[config.mk]
export PLATFORM = sky130hd
export DESIGN_NAME = ortt_core
export DESIGN_NICKNAME = d
export VERILOG_FILES = /design/src/logic/ortt_pkg.sv /design/src/logic/ortt_core.sv /design/src/logic/ortt_tan_rom.sv
export SDC_FILE = /design/constraint.sdc
export NUM_CORES = 1
export LEC_CHECK = 0
export ABC_AREA = 0
export BUFFER_PORTS_ARGS = -buffer_cell sky130_fd_sc_hd__buf_2
export CAP_MARGIN = 0
export CORE_AREA = 2 2 197 199
export DETAILED_ROUTE_END_ITERATION = 8
export DIE_AREA = 0 0 199 201
export PLACE_DENSITY = 0.83
export SETUP_SLACK_MARGIN = 0.05
export SYNTH_ARGS = -nofsm -noshare
export SYNTH_HDL_FRONTEND = slang
export SYNTH_HIERARCHICAL = 1
export SYNTH_SLANG_ARGS = --single-unit
[constraint.sdc]
create_clock -name core_clk_i -period 9.1 [get_ports core_clk_i]
set_input_delay 0.91 -clock core_clk_i [delete_from_list [all_inputs] [get_ports core_clk_i]]
set_output_delay 0.91 -clock core_clk_i [all_outputs]
set_load 0.02 [all_outputs]
[src/logic/ortt_pkg.sv]
// Package with constants and types for the orientation trip threshold block.
package ortt_pkg;

    ////////////////////////////////////////////////////////////////////////////////
    localparam logic [7:0] ORTT_CFG_ADDR   = 8'h2C;
    localparam logic [7:0] ORTT_CFG_RESET  = 8'h84;
    localparam int         ORTT_THS_MSB    = 7;
    localparam int         ORTT_THS_LSB    = 3;
    localparam int         ORTT_HYS_MSB    = 2;
    localparam int         ORTT_HYS_LSB    = 0;
    localparam int         ORTT_ACC_W      = 12;
    localparam int         ORTT_ANG_W      = 7;
    localparam int         ORTT_TAN_W      = 16;
    localparam int         ORTT_TAN_FRAC   = 10;
    localparam logic [6:0] ORTT_ANGLE_MAX  = 7'h5A;

    // Threshold angles in tenths of a degree, indexed by threshold code.
    localparam logic [9:0] ORTT_THS_TENTHS [0:31] = '{
        10'h000, 10'h012, 10'h026, 10'h03B, 10'h051, 10'h069, 10'h082, 10'h09C,
        10'h0B8, 10'h0D6, 10'h0F4, 10'h114, 10'h136, 10'h158, 10'h17B, 10'h19E,
        10'h1C2, 10'h1E6, 10'h209, 10'h22C, 10'h24E, 10'h270, 10'h290, 10'h2AE,
        10'h2CC, 10'h2E8, 10'h302, 10'h31B, 10'h333, 10'h349, 10'h35E, 10'h372
    };

    // Hysteresis angles in whole degrees, indexed by hysteresis code.
    localparam logic [6:0] ORTT_HYS_DEG [0:7] = '{
        7'h00, 7'h04, 7'h07, 7'h0B, 7'h0E, 7'h11, 7'h15, 7'h18
    };

    ////////////////////////////////////////////////////////////////////////////////
    typedef struct packed {
        logic signed [11:0] x;
        logic signed [11:0] y;
    } ortt_sample_s;

    typedef enum logic [3:0] {
        ORTT_PORTRAIT_UP      = 4'h1,
        ORTT_PORTRAIT_DOWN    = 4'h2,
        ORTT_LANDSCAPE_RIGHT  = 4'h4,
        ORTT_LANDSCAPE_LEFT   = 4'h8
    } ortt_orient_e;

    typedef struct packed {
        logic [6:0] l2p_deg;
        logic [6:0] p2l_deg;
    } ortt_trip_s;

endpackage

[src/logic/ortt_core.sv]
// Orientation trip threshold register, angle decode and portrait/landscape tracker.
`timescale 1ns/100ps

// Function
// RULE_01 - Register 2Ch is read/write, threshold code in bits 7:3, hysteresis code in bits 2:0.
// RULE_02 - The threshold code resets to 10h, a trip angle of 45 degrees.
// RULE_03 - The threshold code selects one of 32 rising angles from 0.0 to 88.2 degrees.
// RULE_04 - Landscape to portrait trips at threshold plus hysteresis, back at threshold minus it.
// RULE_05 - Up and down mean Y near -1 g and +1 g, right and left mean X near +1 g and -1 g.
// RULE_06 - Each sample is judged by axis magnitudes against tangent ratios, not arctangents.
module ortt_core
    import ortt_pkg::*;
(
    input  wire logic         core_clk_i,
    input  wire logic         rst_b_i,
    input  wire logic [7:0]   reg_addr_i,
    input  wire logic         reg_wr_i,
    input  wire logic [7:0]   reg_wdata_i,
    input  wire logic         reg_rd_i,
    output logic      [7:0]   reg_rdata_o,
    input  wire logic         sample_valid_i,
    input  wire ortt_sample_s sample_i,
    output ortt_orient_e      orient_o,
    output logic              orient_valid_o,
    output logic              orient_change_o,
    output ortt_trip_s        trip_o
);

    ////////////////////////////////////////////////////////////////////////////////
    localparam int PROD_W = ORTT_ACC_W + ORTT_TAN_W;

    function automatic logic [ORTT_ACC_W-1:0] mag(input logic signed [ORTT_ACC_W-1:0] v);
        logic [ORTT_ACC_W-1:0] r;
        r = v[ORTT_ACC_W-1] ? ORTT_ACC_W'(-v) : ORTT_ACC_W'(v);
        return r;
    endfunction

    function automatic logic is_portrait(input ortt_orient_e o);
        logic r;
        r = (o == ORTT_PORTRAIT_UP) || (o == ORTT_PORTRAIT_DOWN);
        return r;
    endfunction

    ////////////////////////////////////////////////////////////////////////////////
    logic [7:0] trip_cfg;

    wire logic                  cfg_hit;
    wire logic [4:0]            ths_code;
    wire logic [2:0]            hys_code;
    wire logic [9:0]            ths_tenths;
    wire logic [9:0]            ths_round;
    wire logic [ORTT_ANG_W-1:0] ths_deg;
    wire logic [ORTT_ANG_W-1:0] hys_deg;
    wire logic [ORTT_ANG_W:0]   l2p_sum;
    wire logic [ORTT_ANG_W-1:0] l2p_deg;
    wire logic [ORTT_ANG_W-1:0] p2l_deg;
    wire logic [7:0]            next_rdata;

    assign cfg_hit = (reg_addr_i == ORTT_CFG_ADDR);

    // RULE_01 register write
    always_ff @(posedge core_clk_i or negedge rst_b_i) begin
        if (!rst_b_i) begin
            // RULE_02 default 45 degrees
            trip_cfg <= ORTT_CFG_RESET;
        end else if (reg_wr_i && cfg_hit) begin
            trip_cfg <= reg_wdata_i;
        end
    end

    // RULE_01 field split
    assign ths_code = trip_cfg[ORTT_THS_MSB:ORTT_THS_LSB];
    assign hys_code = trip_cfg[ORTT_HYS_MSB:ORTT_HYS_LSB];

    // RULE_01 registered readback
    assign next_rdata = cfg_hit ? trip_cfg : 8'h00;

    always_ff @(posedge core_clk_i or negedge rst_b_i) begin
        if (!rst_b_i) begin
            reg_rdata_o <= 8'h00;
        end else if (reg_rd_i) begin
            reg_rdata_o <= next_rdata;
        end
    end

    ////////////////////////////////////////////////////////////////////////////////
    // RULE_03 angle table decode
    assign ths_tenths = ORTT_THS_TENTHS[ths_code];
    // Whole degrees are enough: the tangent table is coarser than the table's tenths anyway.
    assign ths_round  = (ths_tenths + 10'h005) / 10'h00A;
    assign ths_deg    = ths_round[ORTT_ANG_W-1:0];
    assign hys_deg    = ORTT_HYS_DEG[hys_code];

    // RULE_04 symmetric hysteresis
    assign l2p_sum = {1'b0, ths_deg} + {1'b0, hys_deg};
    assign l2p_deg = (l2p_sum > {1'b0, ORTT_ANGLE_MAX}) ? ORTT_ANGLE_MAX
                                                         : l2p_sum[ORTT_ANG_W-1:0];
    assign p2l_deg = (ths_deg > hys_deg) ? (ths_deg - hys_deg) : 7'h00;

    always_ff @(posedge core_clk_i or negedge rst_b_i) begin
        if (!rst_b_i) begin
            trip_o <= '0;
        end else begin
            trip_o <= '{l2p_deg: l2p_deg, p2l_deg: p2l_deg};
        end
    end

    ////////////////////////////////////////////////////////////////////////////////
    wire logic [ORTT_TAN_W-1:0] tan_l2p;
    wire logic [ORTT_TAN_W-1:0] tan_p2l;

    ortt_tan_rom u_tan_rom (
        .core_clk_i (core_clk_i),
        .rst_b_i    (rst_b_i),
        .addr_a_i   (l2p_deg),
        .addr_b_i   (p2l_deg),
        .tan_a_o    (tan_l2p),
        .tan_b_o    (tan_p2l)
    );

    ////////////////////////////////////////////////////////////////////////////////
    wire logic [ORTT_ACC_W-1:0] x_mag;
    wire logic [ORTT_ACC_W-1:0] y_mag;
    wire logic [PROD_W-1:0]     y_scaled;
    wire logic [PROD_W-1:0]     x_l2p;
    wire logic [PROD_W-1:0]     x_p2l;
    wire logic                  go_portrait;
    wire logic                  go_landscape;
    wire logic                  next_portrait;
    ortt_orient_e               next_orient;

    assign x_mag = mag(sample_i.x);
    assign y_mag = mag(sample_i.y);

    // RULE_06 tangent ratio compare
    assign y_scaled = PROD_W'({y_mag, {ORTT_TAN_FRAC{1'b0}}});
    assign x_l2p    = PROD_W'(x_mag) * PROD_W'(tan_l2p);
    assign x_p2l    = PROD_W'(x_mag) * PROD_W'(tan_p2l);

    // RULE_04 direction dependent trip angle
    assign go_portrait  = y_scaled > x_l2p;
    assign go_landscape = y_scaled < x_p2l;

    // The class only flips across the band between the two trip angles, so noise near the
    // threshold cannot make the output chatter.
    assign next_portrait = is_portrait(orient_o) ? !go_landscape : go_portrait;

    // RULE_05 ideal orientation by sign
    always_comb begin
        next_orient = orient_o;
        case ({next_portrait, next_portrait ? sample_i.y[ORTT_ACC_W-1]
                                             : sample_i.x[ORTT_ACC_W-1]})
            2'b11: begin
                next_orient = ORTT_PORTRAIT_UP;
            end
            2'b10: begin
                next_orient = ORTT_PORTRAIT_DOWN;
            end
            2'b00: begin
                next_orient = ORTT_LANDSCAPE_RIGHT;
            end
            2'b01: begin
                next_orient = ORTT_LANDSCAPE_LEFT;
            end
            default: begin
                next_orient = orient_o;
            end
        endcase
    end

    // RULE_06 update once per sample
    always_ff @(posedge core_clk_i or negedge rst_b_i) begin
        if (!rst_b_i) begin
            orient_o        <= ORTT_PORTRAIT_UP;
            orient_valid_o  <= 1'b0;
            orient_change_o <= 1'b0;
        end else begin
            orient_valid_o  <= sample_valid_i;
            orient_change_o <= sample_valid_i && (next_orient != orient_o);
            if (sample_valid_i) begin
                orient_o <= next_orient;
            end
        end
    end

endmodule

[src/logic/ortt_tan_rom.sv]
// Dual-read tangent table, whole degrees 0 to 90, registered outputs.
`timescale 1ns/100ps
module ortt_tan_rom
    import ortt_pkg::*;
(
    input  wire logic                  core_clk_i,
    input  wire logic                  rst_b_i,
    input  wire logic [ORTT_ANG_W-1:0] addr_a_i,
    input  wire logic [ORTT_ANG_W-1:0] addr_b_i,
    output logic      [ORTT_TAN_W-1:0] tan_a_o,
    output logic      [ORTT_TAN_W-1:0] tan_b_o
);

    // Tangent scaled by 1024; 90 degrees saturates at full scale.
    localparam logic [15:0] TAN_TBL [0:90] = '{
        16'h0000, 16'h0012, 16'h0024, 16'h0036, 16'h0048, 16'h005A, 16'h006C, 16'h007E,
        16'h0090, 16'h00A2, 16'h00B5, 16'h00C7, 16'h00DA, 16'h00EC, 16'h00FF, 16'h0112,
        16'h0126, 16'h0139, 16'h014D, 16'h0161, 16'h0175, 16'h0189, 16'h019E, 16'h01B3,
        16'h01C8, 16'h01DD, 16'h01F3, 16'h020A, 16'h0220, 16'h0238, 16'h024F, 16'h0267,
        16'h0280, 16'h0299, 16'h02B3, 16'h02CD, 16'h02E8, 16'h0304, 16'h0320, 16'h033D,
        16'h035B, 16'h037A, 16'h039A, 16'h03BB, 16'h03DD, 16'h0400, 16'h0424, 16'h044A,
        16'h0471, 16'h049A, 16'h04C4, 16'h04F1, 16'h051F, 16'h054F, 16'h0581, 16'h05B6,
        16'h05EE, 16'h0629, 16'h0667, 16'h06A8, 16'h06EE, 16'h0737, 16'h0786, 16'h07DA,
        16'h0834, 16'h0894, 16'h08FC, 16'h096C, 16'h09E6, 16'h0A6C, 16'h0AFD, 16'h0B9E,
        16'h0C50, 16'h0D15, 16'h0DF3, 16'h0EEE, 16'h100B, 16'h1153, 16'h12D2, 16'h1494,
        16'h16AF, 16'h1941, 16'h1C76, 16'h2094, 16'h260F, 16'h2DB8, 16'h3934, 16'h4C53,
        16'h728C, 16'hE529, 16'hFFFF
    };

    wire logic [ORTT_ANG_W-1:0] safe_a;
    wire logic [ORTT_ANG_W-1:0] safe_b;

    // Addresses above 90 never occur upstream, but are clamped so the table is never overrun.
    assign safe_a = (addr_a_i > ORTT_ANGLE_MAX) ? ORTT_ANGLE_MAX : addr_a_i;
    assign safe_b = (addr_b_i > ORTT_ANGLE_MAX) ? ORTT_ANGLE_MAX : addr_b_i;

    always_ff @(posedge core_clk_i or negedge rst_b_i) begin
        if (!rst_b_i) begin
            tan_a_o <= 16'h0000;
            tan_b_o <= 16'h0000;
        end else begin
            tan_a_o <= TAN_TBL[safe_a];
            tan_b_o <= TAN_TBL[safe_b];
        end
    end

endmodule

### Word-level counts from Yosys, hierarchy flattened

Memory sizes are Yosys's and may differ from the RTL's. A register that Yosys moved wholly into a read port is not among the register bits.
Index checks and enable logic that the tools add are counted.

| storage, ports and cells | value |
|---|---|
| bits in registers | 36 |
| bits in read-only memories | 4472 |
| bits of input ports | 45 |
| output and inout bits | 28 |
| word-level logic and storage cells | 59 |
| memories kept | 4 |

| operators by class | value |
|---|---|
| add/subtract/negate cells | 5 |
| multiply operators | 2 |
| div/mod/pow operators | 1 |
| $lt $le $gt $ge | 8 |
| equal/unequal tests | 7 |
| multiplexer cells | 14 |
| bitwise logic cells | 4 |
| reductions and logical operators | 7 |

Memories:

| memory | words | width | read ports | clocked after memory_dff | wr ports | RTL line | RTL |
|---|---|---|---|---|---|---|---|
| (no name shown) | 128 | 16 | 1 | 1 | 0 | ortt_tan_rom.sv:42 | `tan_a_o <= TAN_TBL[safe_a];` |
| (no name shown) | 128 | 16 | 1 | 1 | 0 | ortt_tan_rom.sv:43 | `tan_b_o <= TAN_TBL[safe_b];` |
| (no name shown) | 32 | 10 | 1 | 0 | 0 | ortt_core.sv:88 | `assign ths_tenths = ORTT_THS_TENTHS[ths_code];` |
| (no name shown) | 8 | 7 | 1 | 0 | 0 | ortt_core.sv:92 | `assign hys_deg = ORTT_HYS_DEG[hys_code];` |

Operator list:

| operator | count |
|---|---|
| $mul A12 B16 Y28 | 2 |
| $mux W7 | 6 |
| $gt A22 B28 Y1 | 1 |
| $lt A22 B28 Y1 | 1 |
| $mux W12 | 2 |
| $neg A12 Y12 | 2 |
| $mux W10 | 2 |
| $not A7 Y8 | 2 |
| $pmux W4 S4 | 1 |
| $gt A7 B7 Y1 const B | 2 |
| $add A10 B3 Y10 const B | 1 |
| $div A10 B4 Y10 const B | 1 |
| $add A7 B7 Y8 | 1 |
| $eq A8 B6 Y1 const B | 1 |
| $gt A8 B7 Y1 const B | 1 |
| $mux W8 | 1 |
| $gt A7 B7 Y1 | 1 |
| $sub A7 B7 Y7 | 1 |
| $ge A6 B6 Y1 const B | 1 |
| $not A5 Y6 | 1 |
| $eq A2 B2 Y1 const B | 2 |
| $eq A4 B1 Y1 const B | 1 |
| $eq A4 B2 Y1 const B | 1 |
| $ge A4 B4 Y1 const B | 1 |
| 8 further kinds | 12 |

### Depth between registers and ports, before layout

Gate-level depths: netlist of run 1.

| logic depth | value |
|---|---|
| depth after elaboration | 12 |
| gate-level depth with buffers | 43 |

### By module

The synthesis of run 1 kept the hierarchy.

Modules (own cells, without submodules):

| module | times used | cells each | area each (um^2) |
|---|---|---|---|
| ortt_core | 1 | 1898 | 16161.8 |
| ortt_tan_rom | 1 | 633 | 4500.6 |

### Worst setup path after synthesis of run 1

Ideal clock, no wire load.

| timing | value |
|---|---|
| path kind | input-to-reg |
| start | in sample_i[12] (netlist name) |
| end | reg orient_change_o |
| library setup time | 139 ps |
| data arrival time | 8983 ps |
| required time | 8961 ps |
| setup slack | -22 ps |
| stages | 37 |
| path buffers | 2 |
| cell sequence | clkbuf_1 inv_1 nand2_1 or4_1 or3b_2 nor4b_1 clkbuf_1 nand2_1 fa_1 inv_1 fa_1 fa_1 fa_1 fa_1 ha_1 a21o_1 a21oi_1 nor2b_1 o21ai_0 o21ai_0 o21ai_0 nand2b_1 a21o_1 a21oi_1 xor2_1 ha_1 nand2_1 or3_1 nor2_1 a211oi_1 o21ai_0 nand3_1 a21oi_1 o221ai_1 nor4_1 a21o_1 a41oi_1 |

| on the way | value |
|---|---|
| word-level cells in the longest chain between the ends | 11 |

RTL lines:

| what | RTL line | RTL |
|---|---|---|
| start: declaration | ortt_core.sv:22 | `input wire ortt_sample_s sample_i,` |
| $neg A12 Y12 | ortt_core.sv:34 | `r = v[ORTT_ACC_W-1] ? ORTT_ACC_W'(-v) : ORTT_ACC_W'(v);` |
| $mux W12 * | ortt_core.sv:34 |  |
| $mul A12 B16 Y28 | ortt_core.sv:138 | `assign x_p2l = PROD_W'(x_mag) * PROD_W'(tan_p2l);` |
| $lt A22 B28 Y1 | ortt_core.sv:142 | `assign go_landscape = y_scaled < x_p2l;` |
| $logic_not A1 Y1 | ortt_core.sv:146 | `assign next_portrait = is_portrait(orient_o) ? !go_landscape : go_portrait;` |
| $mux W1 * | ortt_core.sv:146 |  |
| $mux W1 | ortt_core.sv:151 | `case ({next_portrait, next_portrait ? sample_i.y[ORTT_ACC_W-1]` |
| $eq A2 B1 Y1, or another cell as far along | ortt_core.sv:151 |  |
| $pmux W4 S4 * | ortt_core.sv:151 |  |
| $ne A4 B4 Y1 * | ortt_core.sv:179 | `orient_change_o <= sample_valid_i && (next_orient != orient_o);` |
| $logic_and A1 B1 Y1 * | ortt_core.sv:179 |  |
| end signal: assignment | ortt_core.sv:179 |  |
| end: declaration | ortt_core.sv:25 | `output logic orient_change_o,` |

Mark *: on every way between the ends. The rest lies on a longest branch, timed or not.
A chain may end at the register's enable or synchronous reset.

### Final worst setup path of run 1

Same ends and word-level chain as after synthesis.

==> impl_metrics.toml, run 1 <==
[floorplan]
die_x_um = 199
io_pins = 73
die_y_um = 201
initial_core_util_pct = 54.2
core_mm2 = 0.0381
die-area_mm2 = 0.0400
rows = 72

[route]
drt-pass1-iter-count = 7
drtIter0Drc = 2167
detail_route.wl_per_cell_um = 20.0
viasPerCell = 6.21
wl_um = 62200
ant_nets = 0
drc = 0
vias = 19300

[placed_design]
postPlaceCellArea_mm2 = 0.0220
dp_hpwl_um = 47500
io_buffers = 72
gp_congestion = 0.979

[synthesis]
syn_inst = 2531
synth_most_common_cell = "nand2_1"
ys.flop_type = "dfrtp_1"
synth_edf_count = 0
synthDistinctLibCells = 106
synth_area_per_cell_um2 = 8.16
synth_seq_cells = 68
syn_nets = 3060
yosys-top-cells-area = "fa_1 27%, ha_1 12%, dfrtp_1 7.9%, nand2_1 7.0%, inv_1 6.2%"
yosysWarningCount = 6
synthArstFlopShare_pct = 100
yosys-top-cells-count = "388 x nand2_1, 341 x inv_1, 282 x fa_1, 202 x ha_1, 115 x and2_1"
yosysSeqAreaShare_pct = 8.25
synth_top_area_share_pct = 27.3
yosysTopAreaCell = "fa_1"
syn-cell-area_mm2 = 0.0207

[power]
power.internal_mw = 3.67
p_switching_mw = 4.64
swShare_pct = 55.8
pwr-share-seq_pct = 6.9
vdd_drop_max_mv = 0.272
powerDensity_mw_per_mm2 = 366
p_leak_nw = 11.2
total_power_mw = 8.31
clkPwrFrac_pct = 4.5
p_comb_share_pct = 88.6

[global_route]
grt_pass1_vias = 20100
grt_use_total_pct = 31.5
grt_first_pass_wirelength_um = 101000
grt_overflow = 0
antenna_found_initial = 0
grt_max_degree = 69

[clock_tree]
cts_buffers = 9
clk_path_buf_depth = 2
clk_pin_slew_ps = 60
h-tree-depth = 3
cts_root_buffer = "clkbuf_16"
cts_tree = "yes"
clock-sinks = 68
clk_latency_ps = 360

[setup_path]
cp-end-kind = "flip-flop"
cp-start-kind = "input pin"
worst-r2r-setup-slack_ps = 440
critPathArrivalTime_ps = 8950
crit_required_ps = 9320
crit_fanout = 19
slowest_stage = "fa_1"
crit_top_cell = "fa_1"
worstSetupPathType = "in2reg"
critPathMaxStageDelay_ps = 560

[sta]
setup_viol = 0
final.setup_skew_ps = 11.2
whs_ps = 517
final_hold_viol_count = 0
max_freq_mhz = 114
tightest_slew_ps = 1180
slew_viol_final = 0
maxSlewHeadroom_pct = 20.2
period_share_pct = 96.0
finalCriticalPeriod_ps = 8740

[finish]
utilization_pct = 59.5
antenna_cells = 0
nets = 3113
drive_gt1_share_pct = 12.5
areaGrowthSynthToFinish_pct = 9.76
nFillCells = 3249
fin_area_mm2 = 0.0227

[flow_run]
cap_violations = 0

[outcome]
outcome = "completed"

[hold_path]
worstHoldPathType = "reg2reg"
-- final cells by class --
| type | instances | area [um2] | area share (%) |
|---|---|---|---|
| clock inverters | 7 | 80.1 | 0.353 |
| multi-input cells | 1970 | 17400 | 76.8 |
| flip-flops and latches | 68 | 1710 | 7.52 |
| inverters | 347 | 1320 | 5.80 |
| repair buffers | 188 | 1290 | 5.68 |
| clock buffers | 9 | 225 | 0.993 |
| well taps | 518 | 648 | 2.86 |
-- final timing paths --
| kind | depth (start not counted) | from | to |
|---|---|---|---|
| worst max register to register | 36 | trip_cfg[3]$_DFFE_PN0P_ | u_tan_rom/tan_a_o[7]$_DFF_PN0_ |
| max in group asynchronous | 1 | rst_b_i | reg_rdata_o[0]$_DFFE_PN0P_ |
| worst min register to register | 2 | reg_rdata_o[2]$_DFFE_PN0P_ | reg_rdata_o[2]$_DFFE_PN0P_ |
| worst max-delay path | 34 | sample_i[12] | orient_change_o$_DFF_PN0_ |
| min in group asynchronous | 1 | rst_b_i | trip_o[11]$_DFF_PN0_ |
| worst min-delay path | 2 | reg_rdata_o[2]$_DFFE_PN0P_ | reg_rdata_o[2]$_DFFE_PN0P_ |
-- power by group through the flow --
stage	registers, mW	logic [mW]	clock network [mW]
finish	0.571	7.36	0.374
global route	0.582	8.14	0.396
CTS	0.559	6.98	0.385
detailed placement	0.564	6.92	0
global placement	0.558	6.78	0
floorplan	0.449	5.11	0
-- logic make-up (layout without fill, tap and decap cells) --
group | count (synthesis) | in the layout | share of synthesized area, %
muxes | 42 | 42 | 2.26
DFF | 68 | 68 | 8.25
adders and majority gates | 485 | 485 | 39.6
AOI/OAI and AO/OA | 527 | 527 | 17.7
xor gates and xnor gates | 73 | 73 | 3.13
and+or+nand+nor | 843 | 843 | 19.7
buffers and inverters | 493 | 551 | 9.37
-- flip-flops by register name, indices dropped and copies added, names as in the netlist --
| name | flops |
|---|---|
| orient_change_o | 1 |
| trip_cfg | 8 |
| u_tan_rom/tan_b_o | 16 |
| trip_o | 14 |
| orient_o | 4 |
| u_tan_rom/tan_a_o | 16 |
| orient_valid_o | 1 |
| reg_rdata_o | 8 |
-- critical path, delay by kind of cell --
| kind | cells | cell delay (ps) |
|---|---|---|
| fa+ha+maj | 7 | 3280 |
| simple gates | 9 | 1970 |
| xor+xnor | 1 | 140 |
| compound gates | 9 | 1450 |
| buf+inv | 8 | 1190 |
-- per-stage QoR --
| step | setup TNS [ps] | setup WS (ps) | std cells |
|---|---|---|---|
| 5_1_grt | -29.8 | -29.8 | 3107 |
| 3_3_place_gp | 0 | 19.2 | 3084 |
| 4_1_cts | 0 | 71.9 | 3100 |
| 3_5_place_dp | -1250 | -316 | 3084 |
| 2_1_floorplan | 0 | 112 | 2531 |
| 6_report | 0 | 362 | 3107 |
-- cells in the final DEF, fill, tap and decap left out, types with 8 or more instances in the layout --
cell	n
a211o_1	8
a211oi_1	29
a21boi_0	9
a21o_1	37
a21oi_1	105
a21oi_2	8
a221o_1	9
a221oi_1	14
a31oi_1	17
and2_1	114
and3_1	13
buf_2	71
buf_4	112
clkbuf_16	9
dfrtp_1	65
fa_1	282
ha_1	192
inv_1	340
mux2_2	17
mux2i_1	22
nand2_1	388
nand2b_1	37
nand3_1	41
nand4_1	15
nor2_1	90
nor2b_1	38
nor3_1	32
nor4_1	10
o211ai_1	20
o21a_1	14
o21ai_0	98
o21ai_1	9
o21bai_1	9
o221ai_1	9
o22ai_1	18
o31ai_1	10
or3_1	10
xnor2_1	45
xnor2_2	10
xor2_1	16
-- per-layer routing --
layer  global-route usage, %  vias to the layer above  part of all wire (%)
li1                        -                     8558                     -
met1                    38.9                     9356                    38
met2                    52.4                     1107                    47
met3                    4.70                      271                   8.8
met4                    18.2                        0                   6.2
met5                       0                        -                     0
-- what timing repair did --
action                     CTS  global route
cloned                       0             0
buffers inserted             0             7
hold endpoints to repair     0             0
hold buffers                 0             0
gates resized for setup      1            59
pin swaps                    0            28
setup endpoints to repair    1            28
No activity file was read; power rests on OpenSTA's default activity.
==> run 2, diff against run 1 <==
- CELL_PAD_IN_SITES_DETAIL_PLACEMENT: unset -> 0
- CELL_PAD_IN_SITES_GLOBAL_PLACEMENT: unset -> 1
- CORE_AREA: 2 2 197 199 -> 2 2 218 220
- DIE_AREA: 0 0 199 201 -> 0 0 220 222
- PLACE_DENSITY: 0.83 -> 0.88
==> run 2 against run 1 <==
- combinational power fell by 3%
- routed wire length fell by 0.15%
- flip-flop and latch count did not move
- via count fell by 2.0%
- global-route usage fell by 5.7 points
- first-iteration DRC count fell by 15%
- register-to-register slack got worse by 40 ps
- sequential power rose by 3.5%
- die area rose by 22%
- critical path depth rose by 3
- highest routed layer unchanged
==> impl_metrics.toml, run 2 (same netlist as run 1, synthesis figures left out) <==
[floorplan]
initial_core_util_pct = 44.7
die_y_um = 222
rows = 79
die-area_mm2 = 0.0488
die_x_um = 220
core_mm2 = 0.0463
io_pins = 73

[finish]
fin_area_mm2 = 0.0226
stdcell_count = 3184
utilization_pct = 48.8
drive_gt1_share_pct = 11.6
nets = 3101
final_cell_mix = "387 x nand2_1, 339 x inv_1, 282 x fa_1, 197 x ha_1, 115 x and2_1"
areaGrowthSynthToFinish_pct = 9.22
reg_top3 = "u_tan_rom/tan_a_o: 16 flops, u_tan_rom/tan_b_o: 16 flops, trip_o: 14 flops"
antenna_cells = 0
mostFrequentLayoutCell = "nand2_1"

[setup_path]
timing.rr.start = "trip_cfg[3]$_DFFE_PN0P_"
worstSetupPathType = "in2reg"
critPathMaxStageDelay_ps = 570
startpoint = "sample_i[12]"
cp-end-kind = "flip-flop"
crit_fanout = 4
crit_required_ps = 9310
critPathArrivalTime_ps = 8970
slowest_stage = "fa_1"
cp-start-kind = "input pin"
crit_top_cell = "fa_1"

[global_route]
grt_use_total_pct = 25.8
grt_max_degree = 69
grt_overflow = 0
antenna_found_initial = 0
grt_pass1_vias = 19500
grt_first_pass_wirelength_um = 101000

[clock_tree]
hold_buffers = 0
clock-sinks = 68
clk_latency_ps = 350
cts_tree = "yes"
clk_path_buf_depth = 2
cts_root_buffer = "clkbuf_16"
cts_buffers = 9
h-tree-depth = 3
clk_pin_slew_ps = 60

[sta]
slew_viol_final = 0
whs_ps = 522
final.setup_skew_ps = 8.08
setup_viol = 0
max_freq_mhz = 114
period_share_pct = 96.2
maxSlewHeadroom_pct = 24.0
final_hold_viol_count = 0
finalCriticalPeriod_ps = 8750
tightest_slew_ps = 1120

[placed_design]
place_inst = 3158
gp_congestion = 1.02
dp_hpwl_um = 47900
postPlaceCellArea_mm2 = 0.0220
io_buffers = 72

[power]
powerDensity_mw_per_mm2 = 360
p_leak_nw = 11.1
vdd_drop_max_mv = 0.257
total_power_mw = 8.12

[route]
ant_nets = 0
drtIter0Drc = 1832
wl_um = 62100
drt-pass1-iter-count = 6
vias = 18900
drc = 0
viasPerCell = 5.94
detail_route.wl_per_cell_um = 19.5

[outcome]
outcome = "completed"

[flow_run]
cap_violations = 0

[hold_path]
worstHoldPathType = "reg2reg"
hold_start = "reg_rdata_o[4]$_DFFE_PN0P_"
## run 2: cell types whose count changed in the layout (fill, tap and decap cells not counted), sizes merged
cell | previous run | this run
inv | 346 | 341
buf | 188 | 176
clkinv | 4 | 7
clkbuf | 9 | 11
## run 2: final timing paths
path / endpoint / slack [ps] / cells after the start
max: orient_change_o$_DFF_PN0_ / 350 / 37
max in group asynchronous: u_tan_rom/tan_b_o[0]$_DFF_PN0_ / 7760 / 1
min in group asynchronous: u_tan_rom/tan_a_o[3]$_DFF_PN0_ / 720 / 1
max reg2reg: u_tan_rom/tan_a_o[0]$_DFF_PN0_ / 400 / 36
min: reg_rdata_o[4]$_DFFE_PN0P_ / 520 / 2
min reg2reg: reg_rdata_o[4]$_DFFE_PN0P_ / 520 / 2
## run 2: stage by stage
step,setup TNS [ps],setup slack [ps]
floorplan,0,112
global placement,-10.3,-10.3
detailed placement,-416,-140
CTS,0,122
global route,-538,-98.1
finish,0,346
## run 2: report_power, final
part	switching [mW]	internal, mW	leakage [nW]
sequential	0.215	0.377	0.900
clock	0.148	0.211	0.139
combinational	4.22	2.94	10.1
## run 2: what timing repair did
action                                  in CTS  in global routing
buffers inserted                             0                 10
gates resized for setup                      0                 51
endpoints found under the setup margin       0                 31
## run 2: layout make-up
type                    count  area (um2)
flip-flops and latches     68        1710
clock buffers              11         233
repair buffers            176        1160
inverters                 347        1320
multi-input cells        1970       17300
clock inverters             5        52.6
well taps                 607         759
fillers                  4423       23700
## run 2: routing by layer
layer	part of all wire [%]	vias up	global-route usage [%]
met5	0	-	0
met4	3.7	0	9.89
met3	7.6	153	4.58
met2	47	850	42.3
met1	41	9382	33.7
li1	-	8522	-
## run 2: critical path: cells and delay by family
family	cells	cell delay, ps
adders and majority gates	7	3190
xor gates and xnor gates	1	80
AOI/OAI and AO/OA	10	1280
and+or+nand+nor	13	2760
buffers and inverters	6	760
==> run 3, diff against run 2 <==
- RECOVER_POWER: unset -> 50
==> run 3 against run 2 <==
- utilization barely moved
- worst hold slack barely moved
- sequential share of layout area is essentially flat
- non-clock buffer count is the same
- critical path depth did not move
- register-to-register slack improved by 40 ps
- the run now ends with capacitance limit, slew limit left
- first-iteration DRC count up 0.49%
- final area is essentially flat
- fmax barely moved
- power is essentially flat
- sequential power hardly changed
- via count barely moved
==> impl_metrics.toml, run 3 (same netlist as run 1, synthesis figures left out) <==
[finish]
antenna_cells = 0
nets = 3101
reg_top3 = "u_tan_rom/tan_a_o: 16 flops, u_tan_rom/tan_b_o: 16 flops, trip_o: 14 flops"
fin_area_mm2 = 0.0226
final_cell_mix = "387 x nand2_1, 339 x inv_1, 282 x fa_1, 197 x ha_1, 115 x and2_1"
drive_gt1_share_pct = 11.4
nFillCells = 4423
areaGrowthSynthToFinish_pct = 9.16
mostFrequentLayoutCell = "nand2_1"

[power]
total_power_mw = 8.12
vdd_drop_max_mv = 0.257
powerDensity_mw_per_mm2 = 360
p_leak_nw = 11.1

[floorplan]
die_y_um = 222
initial_core_util_pct = 44.7
die_x_um = 220
die-area_mm2 = 0.0488
core_mm2 = 0.0463
io_pins = 73
rows = 79

[clock_tree]
clk_pin_slew_ps = 60
cts_buffers = 9
clk_latency_ps = 350
h-tree-depth = 3
clk_path_buf_depth = 2
clock-sinks = 68
cts_root_buffer = "clkbuf_16"
hold_buffers = 0
cts_tree = "yes"

[global_route]
grt_max_degree = 69
grt_pass1_vias = 19500
grt_overflow = 0
antenna_found_initial = 0
grt_first_pass_wirelength_um = 101000
grt_use_total_pct = 25.8

[outcome]
outcome = "finished, violations left"
violations = "capacitance limit, slew limit"

[sta]
tightest_slew_ps = 4100
finalCriticalPeriod_ps = 8750
final.setup_skew_ps = 8.30
final_hold_viol_count = 0
max_freq_mhz = 114
slew_viol_final = 69
period_share_pct = 96.2
setup_viol = 0
maxSlewHeadroom_pct = -173
worst_slack_ps = 346

[route]
detail_route.wl_per_cell_um = 19.5
dr_wl_met3_um = 4590
viasPerCell = 5.94
vias = 18900
routed.top_layer = "met4"
dr_wl_met2_um = 29300
ant_nets = 0
wl_met1_um = 25900
drc = 0
drt-pass1-iter-count = 6
wl_um = 62100
drtIter0Drc = 1841

[placed_design]
io_buffers = 72
gp_congestion = 1.02
dp_slack_ps = -140
postPlaceCellArea_mm2 = 0.0220
dp_hpwl_um = 47900

[setup_path]
cp-end-kind = "flip-flop"
slowest_stage = "fa_1"
crit_required_ps = 9310
critPathMaxStageDelay_ps = 570
crit_fanout = 4
critPathArrivalTime_ps = 8970
startpoint = "sample_i[12]"
timing.rr.start = "trip_cfg[3]$_DFFE_PN0P_"
cp-start-kind = "input pin"
crit_top_cell = "fa_1"
worst-r2r-setup-slack_ps = 440
worstSetupPathType = "in2reg"

[hold_path]
worstHoldPathType = "reg2reg"
hold_start = "reg_rdata_o[4]$_DFFE_PN0P_"

[flow_run]
cap_violations = 1
## run 3: cell types whose count changed in the layout (fill, tap and decap cells not counted), sizes merged
cell	previous run	this run
buf	176	169
clkbuf	11	18
## run 3: power by group
| part | internal (mW) | switching [mW] |
|---|---|---|
| sequential | 0.377 | 0.215 |
| combinational | 2.94 | 4.23 |
| clock | 0.211 | 0.147 |
## run 3: worst paths after layout
path	end	cells past startpoint
setup / recovery	orient_change_o$_DFF_PN0_	37
hold / removal	reg_rdata_o[4]$_DFFE_PN0P_	2
setup reg to reg	u_tan_rom/tan_a_o[0]$_DFF_PN0_	36
hold reg to reg	reg_rdata_o[4]$_DFFE_PN0P_	2
max in group asynchronous	u_tan_rom/tan_b_o[1]$_DFF_PN0_	1
min in group asynchronous	u_tan_rom/tan_a_o[3]$_DFF_PN0_	1
## run 3: repair_timing
item	CTS	global route
endpoints found under the setup margin	0	31
gates resized for setup	0	51
setup buffers	0	10
## run 3: stage by stage
| stage | TNS, ps | hold slack, ps | cells | util [%] |
|---|---|---|---|---|
| finish | 0 | 522 | 3184 | 48.8 |
| floorplan | 0 | 511 | 2531 | - |
| global route | -580 | 549 | 3184 | 48.8 |
| global placement | -10.3 | 511 | 3158 | 47.5 |
| detailed placement | -416 | 516 | 3158 | 47.5 |
| CTS | 0 | 525 | 3174 | 48.1 |
## run 3: cell type report
class / instances / area, um2 / area share (%)
Sequential cell: 68 / 1710 / 7.56
Clock inverter: 5 / 52.6 / 0.233
Inverter: 347 / 1320 / 5.85
Clock buffer: 11 / 233 / 1.03
Multi-Input combinational cell: 1970 / 17300 / 76.8
Tap cell: 607 / 759 / 3.37
Timing Repair Buffer: 176 / 1150 / 5.11
## run 3: critical path, delay by kind of cell
family | cells | cell delay [ps]
adders and majority gates | 7 | 3190
and+or+nand+nor | 13 | 2760
AOI/OAI and AO/OA | 10 | 1280
buffers and inverters | 6 | 760
xor gates and xnor gates | 1 | 80
## run 3: per-layer routing
metal,GRT usage (%),vias to the layer above
li1,-,8527
met1,33.7,9378
met2,42.3,848
met3,4.58,151
met4,9.89,0
met5,0,-
